<file path="config.mk">
export PLATFORM = sky130hd
export DESIGN_NAME = sc_serial
export DESIGN_NICKNAME = d
export VERILOG_FILES = /design/src/shared/sc_serial_pkg.sv /design/src/hw/sc_serial.sv
export SDC_FILE = /design/constraint.sdc
export NUM_CORES = 1
export LEC_CHECK = 0
export ABC_CLOCK_PERIOD_IN_PS = 6400
export CORE_MARGIN = 3
export CORE_UTILIZATION = 66
export CTS_CLUSTER_SIZE = 24
export DETAILED_ROUTE_END_ITERATION = 7
export DONT_BUFFER_PORTS = 1
export GPL_TIMING_DRIVEN = 0
export PLACE_DENSITY_LB_ADDON = 0.12
export SLEW_MARGIN = 20
export SYNTH_ARGS = -nofsm -noshare
export SYNTH_HDL_FRONTEND = slang
export SYNTH_SLANG_ARGS = --single-unit
</file>
<file path="constraint.sdc">
create_clock -name clk_i -period 6.4 [get_ports clk_i]
set_input_delay 0 -clock clk_i [delete_from_list [all_inputs] [get_ports clk_i]]
set_output_delay 0 -clock clk_i [all_outputs]
set_load 0.005 [all_outputs]
</file>
<file path="src/shared/sc_serial_pkg.sv">
// constants and carrier types for the smart-card serial channel
package sc_serial_pkg;
    // ********************************
    // frame and timing
    // ********************************
    localparam logic [2:0] SMART_MODE  = 3'h5;  // 8-bit asynchronous frame
    localparam int         DATA_BITS   = 8;
    localparam logic [3:0] TICK_LAST   = 4'hF;  // 16 ticks per bit
    localparam logic [3:0] TICK_MID    = 4'h7;  // sample point inside a bit
    localparam logic [3:0] BIT_LAST    = 4'h7;  // index of last data bit
    localparam logic [4:0] ERR_TICKS   = 5'h18; // error low lasts 1.5 bits
    // ********************************
    // prescaler select codes and ratios
    // ********************************
    localparam logic [1:0] PRE_BY_ONE  = 2'h0;
    localparam logic [1:0] PRE_BY_8    = 2'h1;
    localparam logic [4:0] DIV_ONE     = 5'h00; // terminal counts
    localparam logic [4:0] DIV_EIGHT   = 5'h07;
    localparam logic [4:0] DIV_THIRTY2 = 5'h1F;

    typedef struct packed {
        logic [2:0] mode;        // serial mode field
        logic       ext_clk;     // 1: channel clock pin drives rate
        logic       stop_two;    // 0: one stop bit
        logic       par_even;    // 1: even parity
        logic       par_en;      // parity bit present
        logic       hs_disable;  // handshake off
        logic       msb_first;
        logic       data_inv;    // data logic inverse
        logic       irq_on_done; // tx interrupt at completion
        logic       open_drain;
        logic       err_sig_en;  // parity error signalling
        logic [1:0] presc;       // prescaler select
        logic [7:0] reload;      // bit rate reload n
    } cfg_s;

    typedef struct packed {
        logic overrun;
        logic framing;
        logic parity;
        logic sum;
    } err_s;

    typedef enum logic [2:0] {
        TX_IDLE = 3'b000,
        TX_STRT = 3'b001,
        TX_DATA = 3'b010,
        TX_PAR  = 3'b011,
        TX_STOP = 3'b100,
        TX_ECHK = 3'b101
    } tx_e;

    typedef enum logic [2:0] {
        RX_IDLE = 3'b000,
        RX_STRT = 3'b001,
        RX_DATA = 3'b010,
        RX_PAR  = 3'b011,
        RX_STOP = 3'b100
    } rx_e;
endpackage

</file>
<file path="src/hw/sc_serial.sv">
// smart-card asynchronous serial channel, single clock, config on ports
`timescale 1ns/1ps
// Overview of operation
// - frames run only with serial mode field 101, eight data bits
// - stop-bit control zero gives exactly one stop bit
// - direct convention: even parity, plain data, LSB first
// - inverse convention: odd parity, inverted data, MSB first
// - internal rate is prescaler clock over 16 times reload plus one
// - external rate is channel clock pin over 16 times reload plus one
// - reload value is eight bits, any value 0 to 255
// - no handshake pins; channel runs with handshake disabled
// - no sleep address filtering is offered
// - transmit interrupt fires on completion when selected
// - open-drain option for the shared wire
// - transmit starts only if enabled and buffer loaded
// - receive starts only if enabled and start bit seen
// - receive interrupt when frame lands in receive buffer
// - overrun overwrites buffer, receive interrupt not raised
// - overrun, framing, parity errors plus an error sum flag
// - receiver with signalling on pulls line low on parity error
// - transmitter reads far-end parity error from the line
// - with signalling on, the completion tx interrupt moves to that sample point
// - direct sends data bit zero first, inverse bit seven inverted
// - data inverted at buffer write and read, framing bits not
module sc_serial
    import sc_serial_pkg::*;
(
    input  wire logic       clk_i,
    input  wire logic       sys_rst_i,
    input  wire cfg_s       cfg_i,
    input  wire logic       tx_en_i,
    input  wire logic       rx_en_i,
    input  wire logic       tx_wr_i,
    input  wire logic [7:0] tx_data_i,
    input  wire logic       rx_rd_i,
    input  wire logic       serial_in_pin_i,
    input  wire logic       channel_clock_pin_i,
    output logic            serial_out_pin_o,
    output logic            serial_out_pin_oe_o,
    output logic            tx_empty_o,
    output logic            tx_irq_o,
    output logic            far_perr_o,
    output logic [7:0]      rx_data_o,
    output logic            rx_full_o,
    output logic            rx_irq_o,
    output err_s            err_o
);
    // ********************************
    // pin synchronisers and tick source
    // ********************************
    logic [2:0] rx_sync_ff;
    logic [2:0] ck_sync_ff;
    logic [4:0] pre_ff;
    logic [7:0] brg_ff;    // any reload 0..255 accepted
    logic       run;
    always_ff @(posedge clk_i or posedge sys_rst_i)
    begin
        if (sys_rst_i)
        begin
            rx_sync_ff <= 3'h7;
            ck_sync_ff <= 3'h0;
        end
        else
        begin
            rx_sync_ff <= {rx_sync_ff[1:0], serial_in_pin_i};
            ck_sync_ff <= {ck_sync_ff[1:0], channel_clock_pin_i};
        end
    end
    wire       line    = rx_sync_ff[1];
    wire       ck_rise = ck_sync_ff[1] & ~ck_sync_ff[2];
    assign run = (cfg_i.mode == SMART_MODE);
    wire [4:0] pre_top = (cfg_i.presc == PRE_BY_ONE) ? DIV_ONE :
                         (cfg_i.presc == PRE_BY_8)   ? DIV_EIGHT : DIV_THIRTY2;
    wire       pre_hit = (pre_ff >= pre_top);
    // rate source: prescaled clock or pin edge
    wire       src     = cfg_i.ext_clk ? ck_rise : pre_hit;
    wire       tick    = src && (brg_ff == 8'h00);
    always_ff @(posedge clk_i or posedge sys_rst_i)
    begin
        if (sys_rst_i)
        begin
            pre_ff <= 5'h00;
            brg_ff <= 8'h00;
        end
        else
        begin
            pre_ff <= pre_hit ? 5'h00 : pre_ff + 5'h01;
            if (src)
                brg_ff <= (brg_ff == 8'h00) ? cfg_i.reload : brg_ff - 8'h01;
        end
    end
    // ********************************
    // helpers
    // ********************************
    function automatic logic [7:0] shift_in(input logic [7:0] v, input logic b,
                                            input logic msb);
        shift_in = msb ? {v[6:0], b} : {b, v[7:1]};
    endfunction
    function automatic logic [7:0] conv(input logic [7:0] v, input logic inv);
        conv = inv ? ~v : v;
    endfunction
    // ********************************
    // transmitter
    // ********************************
    tx_e        tx_st_ff;
    logic [3:0] tx_tk_ff;
    logic [3:0] tx_bit_ff;
    logic [7:0] tx_buf_ff;
    logic [7:0] tx_sh_ff;
    logic       tx_par_ff;
    logic       tx_line_ff;
    logic       tx_empty_ff;
    wire        tx_bend = tick && (tx_tk_ff == TICK_LAST);
    wire        tx_go   = run && tx_en_i && !tx_empty_ff && tx_st_ff == TX_IDLE;
    wire        tx_out  = cfg_i.msb_first ? tx_sh_ff[7] : tx_sh_ff[0];
    // parity must also cover the bit leaving in the same cycle
    wire        tx_pbit = tx_par_ff ^ tx_out ^ ~cfg_i.par_even;
    wire        tx_next = cfg_i.msb_first ? tx_sh_ff[6] : tx_sh_ff[1];
    wire        tx_last = (tx_st_ff == TX_STOP) && tx_bend &&
                          (!cfg_i.stop_two || tx_bit_ff[0]);
    wire        tx_echk = (tx_st_ff == TX_ECHK) && tick && tx_tk_ff == TICK_MID;
    // completion point moves to the far-end error sample
    wire        tx_done = cfg_i.err_sig_en ? tx_echk : tx_last;
    wire        tx_irq  = cfg_i.irq_on_done ? tx_done : tx_go;
    tx_e        nxt_tx_st;
    always_comb
    begin
        nxt_tx_st = tx_st_ff;
        unique case (tx_st_ff)
            TX_IDLE: if (tx_go) nxt_tx_st = TX_STRT;
            TX_STRT: if (tx_bend) nxt_tx_st = TX_DATA;
            TX_DATA: if (tx_bend && tx_bit_ff == BIT_LAST)
                         nxt_tx_st = cfg_i.par_en ? TX_PAR : TX_STOP;
            TX_PAR:  if (tx_bend) nxt_tx_st = TX_STOP;
            TX_STOP: if (tx_last) nxt_tx_st = cfg_i.err_sig_en ? TX_ECHK : TX_IDLE;
            TX_ECHK: if (tx_echk) nxt_tx_st = TX_IDLE;
            default: nxt_tx_st = TX_IDLE;
        endcase
        if (!run)
            nxt_tx_st = TX_IDLE;
    end
    // buffer write loses to nothing: a write in the load cycle keeps new data
    always_ff @(posedge clk_i or posedge sys_rst_i)
    begin
        if (sys_rst_i)
        begin
            tx_st_ff    <= TX_IDLE;
            tx_tk_ff    <= 4'h0;
            tx_bit_ff   <= 4'h0;
            tx_buf_ff   <= 8'h00;
            tx_sh_ff    <= 8'h00;
            tx_par_ff   <= 1'b0;
            tx_line_ff  <= 1'b1;
            tx_empty_ff <= 1'b1;
            far_perr_o  <= 1'b0;
        end
        else
        begin
            tx_st_ff <= nxt_tx_st;
            if (tx_wr_i)
                tx_buf_ff <= conv(tx_data_i, cfg_i.data_inv);
            tx_empty_ff <= tx_wr_i ? 1'b0 : (tx_go ? 1'b1 : tx_empty_ff);
            tx_tk_ff <= (tx_go || nxt_tx_st != tx_st_ff) ? 4'h0 :
                        (tick ? tx_tk_ff + 4'h1 : tx_tk_ff);
            if (tx_go)
            begin
                tx_sh_ff   <= tx_buf_ff;
                tx_par_ff  <= 1'b0;
                tx_bit_ff  <= 4'h0;
                tx_line_ff <= 1'b0;
            end
            else if (tx_bend)
            begin
                // next bit goes out at the boundary itself, no idle gap after start
                if (tx_st_ff == TX_STRT)
                    tx_line_ff <= tx_out;
                else if (tx_st_ff == TX_DATA)
                begin
                    tx_par_ff <= tx_par_ff ^ tx_out;
                    tx_sh_ff  <= cfg_i.msb_first ? {tx_sh_ff[6:0], 1'b0}
                                                 : {1'b0, tx_sh_ff[7:1]};
                    tx_bit_ff <= tx_bit_ff + 4'h1;
                    tx_line_ff <= (tx_bit_ff == BIT_LAST) ?
                                  (cfg_i.par_en ? tx_pbit : 1'b1) : tx_next;
                end
                else if (tx_st_ff == TX_STOP)
                begin
                    tx_bit_ff  <= tx_bit_ff + 4'h1;
                    tx_line_ff <= 1'b1;
                end
                else
                    tx_line_ff <= 1'b1;
                if (tx_st_ff == TX_PAR || tx_st_ff == TX_STRT)
                    tx_bit_ff <= 4'h0;
            end
            // line low at the sample point means the card flagged parity
            if (tx_echk)
                far_perr_o <= ~line;
        end
    end
    // ********************************
    // receiver
    // ********************************
    rx_e        rx_st_ff;
    logic [3:0] rx_tk_ff;
    logic [3:0] rx_bit_ff;
    logic [7:0] rx_sh_ff;
    logic       rx_par_ff;
    logic [4:0] err_cnt_ff;
    wire        rx_smp = tick && rx_tk_ff == TICK_MID;
    wire        rx_go  = run && rx_en_i && rx_st_ff == RX_IDLE && !line;
    wire        rx_end = (rx_st_ff == RX_STOP) && rx_smp;
    wire        par_bad = cfg_i.par_en && (rx_par_ff ^ ~cfg_i.par_even);
    wire        ovr    = rx_end && rx_full_o;
    rx_e        nxt_rx_st;
    always_comb
    begin
        nxt_rx_st = rx_st_ff;
        unique case (rx_st_ff)
            RX_IDLE: if (rx_go) nxt_rx_st = RX_STRT;
            // false start if line back high at mid start bit
            RX_STRT: if (rx_smp) nxt_rx_st = line ? RX_IDLE : RX_DATA;
            RX_DATA: if (rx_smp && rx_bit_ff == BIT_LAST)
                         nxt_rx_st = cfg_i.par_en ? RX_PAR : RX_STOP;
            RX_PAR:  if (rx_smp) nxt_rx_st = RX_STOP;
            RX_STOP: if (rx_smp) nxt_rx_st = RX_IDLE;
            default: nxt_rx_st = RX_IDLE;
        endcase
        if (!run)
            nxt_rx_st = RX_IDLE;
    end
    // bit timer restarts at each sample so later bits stay mid-aligned
    always_ff @(posedge clk_i or posedge sys_rst_i)
    begin
        if (sys_rst_i)
        begin
            rx_st_ff  <= RX_IDLE;
            rx_tk_ff  <= 4'h0;
            rx_bit_ff <= 4'h0;
            rx_sh_ff  <= 8'h00;
            rx_par_ff <= 1'b0;
        end
        else
        begin
            rx_st_ff <= nxt_rx_st;
            if (rx_go)
                rx_tk_ff <= 4'h0;
            else if (tick)
                rx_tk_ff <= (rx_smp && rx_st_ff != RX_STRT) ? 4'h8 : rx_tk_ff + 4'h1;
            if (rx_smp && rx_st_ff == RX_STRT)
            begin
                rx_bit_ff <= 4'h0;
                rx_par_ff <= 1'b0;
            end
            if (rx_smp && rx_st_ff == RX_DATA)
            begin
                rx_sh_ff  <= shift_in(rx_sh_ff, line, cfg_i.msb_first);
                rx_par_ff <= rx_par_ff ^ line;
                rx_bit_ff <= rx_bit_ff + 4'h1;
            end
            if (rx_smp && rx_st_ff == RX_PAR)
                rx_par_ff <= rx_par_ff ^ line;
        end
    end
    // buffer, flags; a set in the read cycle wins over the clear
    wire err_fr = rx_end && !line;
    wire err_pa = rx_end && par_bad;
    always_ff @(posedge clk_i or posedge sys_rst_i)
    begin
        if (sys_rst_i)
        begin
            rx_data_o  <= 8'h00;
            rx_full_o  <= 1'b0;
            rx_irq_o   <= 1'b0;
            err_o      <= '0;
            err_cnt_ff <= 5'h00;
        end
        else
        begin
            if (rx_end)
                rx_data_o <= conv(rx_sh_ff, cfg_i.data_inv);
            rx_full_o <= rx_end | (rx_full_o & ~rx_rd_i);
            rx_irq_o  <= rx_end && !ovr;
            err_o.overrun <= ovr    | (err_o.overrun & ~rx_rd_i);
            err_o.framing <= err_fr | (err_o.framing & ~rx_rd_i);
            err_o.parity  <= err_pa | (err_o.parity & ~rx_rd_i);
            err_o.sum     <= ovr | err_fr | err_pa |
                             ((err_o.overrun | err_o.framing | err_o.parity) & ~rx_rd_i);
            if (err_pa && cfg_i.err_sig_en)
                err_cnt_ff <= ERR_TICKS;
            else if (tick && err_cnt_ff != 5'h00)
                err_cnt_ff <= err_cnt_ff - 5'h01;
        end
    end
    // ********************************
    // pin driver
    // ********************************
    wire lvl = tx_line_ff && (err_cnt_ff == 5'h00);
    always_ff @(posedge clk_i or posedge sys_rst_i)
    begin
        if (sys_rst_i)
        begin
            serial_out_pin_o    <= 1'b1;
            serial_out_pin_oe_o <= 1'b1;
            tx_empty_o          <= 1'b1;
            tx_irq_o            <= 1'b0;
        end
        else
        begin
            // open drain only pulls low, pull-up makes the high
            serial_out_pin_o    <= cfg_i.open_drain ? 1'b0 : lvl;
            serial_out_pin_oe_o <= cfg_i.open_drain ? ~lvl : 1'b1;
            tx_empty_o          <= tx_wr_i ? 1'b0 : (tx_go ? 1'b1 : tx_empty_ff);
            tx_irq_o            <= tx_irq;
        end
    end
endmodule

</file>
==> qor.yml <==
status:
  outcome: "finished, final reports clean"
floorplan:
  initial_core_util: 0.6846
  dieArea_mm2: 0.008686
  die_h_um: 93.20
  core_mm2: 0.007331
  die_x_um: 93.20
  io_pins: 58
  rows: 31
cells_and_area:
  fin_cells: 685
  diodes: 0
  design_area_mm2: 0.005644
  areaGrowthSynthToFinish_pct: 12.47
  finish.utilization: 0.7699
  final_net_count: 633
  drive_gt1_frac: 0.08020
global_route:
  antenna_found_initial: 0
  grt_overflow: 0
  grt_start_max_net_pins: 55
  grt_pass1_wl_mm: 18.82
  grt_use_total: 0.2709
  grt_pass1_vias: 3989
yosys:
  synth_most_common_cell: "dfrtp_1"
  ys_ff_latch: 91
  yosysTopAreaCell: "dfrtp_1"
  synth_cell_types: 67
  synth_area_mm2: 0.005019
  synth-edff-count: 0
  yosys_warnings: 0
  synthTopCellsByCount: "dfrtp_1, nor2_1, o21ai_0"
  synth_area_leaders: "dfrtp_1, o21ai_0, nor2_1"
  avgSynthCellArea_um2: 9.276
  synth-main-ff-cell: "dfrtp_1"
  synth.top_cell.area_share: 0.4238
  yosysSeqAreaShare: 0.4552
  synth-async-reset-ratio: 1.000
  synth_cells: 541
  syn-num-nets: 593
clock_network:
  h-tree-depth: 3
  post_cts_buffers: 0
  cts_root_buf: "clkbuf_8"
  cts_tree: "done"
  clk_pin_slew_ps: 100
  cts_sinks: 91
  clk_latency_ps: 360
  cts_made_buffers: 9
  clockBufferDepth: 2
timing:
  fmax_mhz: 329.8
  fin_skew_ps: 16.92
  post-route-period-util: 0.4738
  worstMarginPinSlew_ps: 841.3
  tns_ps: 0
  drv_slew: 0
  hold_violations: 0
  finalCriticalPeriod_ps: 3032
  rsz0062_at_grt: "no"
  relSlewSlack: 0.4312
  setup_violations: 0
place:
  dp_cells: 641
  hpwl_mm: 8.164
  portBuffers: 0
  gp_congestion: 0.9451
  placed_area_mm2: 0.005172
pwr:
  ir_worst_vdd_v: 0.0001631
  fin_total_pwr_mw: 1.450
  pwr_density_cell_mw_per_mm2: 256.9
  p_leak_nw: 2.315
worst_setup_path:
  worstSetupPathType: "reg2reg"
  crit_path_end_kind: "register"
  cp.arrival_ps: 3280
  path_cells: "inv_1 > ha_1 > nand2b_1 > a2111o_1 > and3b_1 > buf_2 > o2111ai_1 > nor3_1 > or3_1"
  r2r_slack_ps: 3370
  start_kind: "register"
  critPathRequiredTime_ps: 6650
  critical_path.top_delay_family: "simple AND/OR/NAND/NOR gates"
  cpPeakStageDelay_ps: 500
  crit_path_top_delay_cell: "o2111ai_1"
  crit_cells: 9
  cp_num_buf_inv: 2
  setup.worst_path.start: "pre_ff[0]$_DFF_PP0_"
  cp-endpoint: "err_cnt_ff[3]$_DFFE_PP0P_"
  path_max_fanout: 10
  r2r-end: "err_cnt_ff[3]$_DFFE_PP0P_"
  r2r-start: "pre_ff[0]$_DFF_PP0_"
  reg2reg_depth: 9
routing:
  viasPerCell: 6.126
  antenna_left: 0
  firstDrtPassIters: 5
  drc: 0
  wl_per_cell_um: 16.78
  drt_iter0_markers: 288
  vias: 4196
  drt-total-wl_mm: 11.49
worst_hold_path:
  min_path_type: "in2reg"
job:
  maxCapViolations: 0
==> per-stage QoR <==
| stage | hold slack (ps) | setup slack (ps) |
|---|---|---|
| 2_1_floorplan | 4.478 | 3883 |
| 3_3_place_gp | 4.545 | 3102 |
| 5_1_grt | 41.66 | 3256 |
| 4_1_cts | 1.162 | 3389 |
| 6_report | 23.40 | 3368 |
| 3_5_place_dp | -66.91 | 3407 |
==> sequential cells by signal, summed over array words and instances, names as in the netlist, 2 cells and up <==
register	flops
ck_sync_ff	3
rx_sh_ff	8
tx_sh_ff	8
tx_tk_ff	4
err_cnt_ff	5
pre_ff	5
rx_st_ff	3
tx_bit_ff	4
rx_bit_ff	4
brg_ff	8
rx_data_o	8
err_o	4
rx_sync_ff	2
tx_buf_ff	8
tx_st_ff	3
rx_tk_ff	4
==> logic make-up after synthesis <==
family,Yosys count,synth area share
AO/OA/AOI/OAI,140,0.1745
buffers and inverters,51,0.04089
AND/OR/NAND/NOR,193,0.1970
adder cells (fa/ha/maj),13,0.03241
multiplexers,23,0.04762
XOR/XNOR,30,0.05236
flip-flops,91,0.4552
==> final cells by class <==
class / instances / area, µm²
buffer: 27 / 115.1
clock buffer: 9 / 123.9
clock inverter: 7 / 67.56
fill: 475 / 1687
inverter: 24 / 92.59
multi-input combinational: 399 / 2529
sequential: 91 / 2285
tap: 99 / 123.9
timing repair buffer: 29 / 307.8
==> power by group <==
| part | internal (mW) | switching [mW] |
|---|---|---|
| Clock | 0.152 | 0.225 |
| Combinational | 0.159 | 0.186 |
| Sequential | 0.654 | 0.0744 |
| Total | 0.965 | 0.485 |
==> routing by layer <==
metal	vias to the layer above	global-route usage	share of wire
met5	-	0	0
met4	0	0.08791	0.021
met3	22	0.04666	0.068
met2	171	0.4355	0.48
met1	1995	0.3759	0.43
li1	2008	-	-
==> worst min-delay path by stage <==
stage,slack (ps),from,endpoint,cells after the start
after floorplan,4,serial_in_pin_i,rx_sync_ff[0]$_DFF_PP1_,0
after global placement,5,serial_in_pin_i,rx_sync_ff[0]$_DFF_PP1_,0
after detailed placement,-70,sys_rst_i,rx_bit_ff[3]$_DFFE_PP0P_,1
after CTS,1,tx_wr_i,tx_buf_ff[0]$_DFFE_PP0P_,3
after global routing,40,cfg_i[10],tx_irq_o$_DFF_PP0_,4
final,20,tx_wr_i,tx_buf_ff[5]$_DFFE_PP0P_,3
==> worst register-to-register path, cell delays in order, from the launching register on <==
cell and delay [ps]:
dfrtp_1 410, inv_1 60, ha_1 280, nand2b_1 160
a2111o_1 460, and3b_1 200, buf_2 180, o2111ai_1 500
nor3_1 260, or3_1 410
==> timing repair <==
| item | CTS | global route |
|---|---|---|
| hold buffers | 28 | 0 |
| gates resized for setup | 0 | 0 |
| setup endpoints to repair | 0 | 0 |
| endpoints found under the hold margin | 124 | 0 |
==> layout by cell type (no fill, tap or decap), types with 5 or more instances in the layout <==
master / instances
a21oi_1: 32
and3_1: 5
clkbuf_1: 22
clkbuf_8: 9
dfrtp_1: 85
dfstp_2: 6
dlygate4sd3_1: 28
ha_1: 13
inv_1: 23
mux2_2: 7
mux2i_1: 16
nand2_1: 44
nand2b_1: 7
nand3_1: 18
nand3b_1: 6
nand4_1: 7
nor2_1: 53
nor3_1: 12
o211ai_1: 5
o21ai_0: 52
o22ai_1: 6
or3_1: 9
xnor2_1: 22
xor2_1: 8
(Power assumes the default switching activity.)
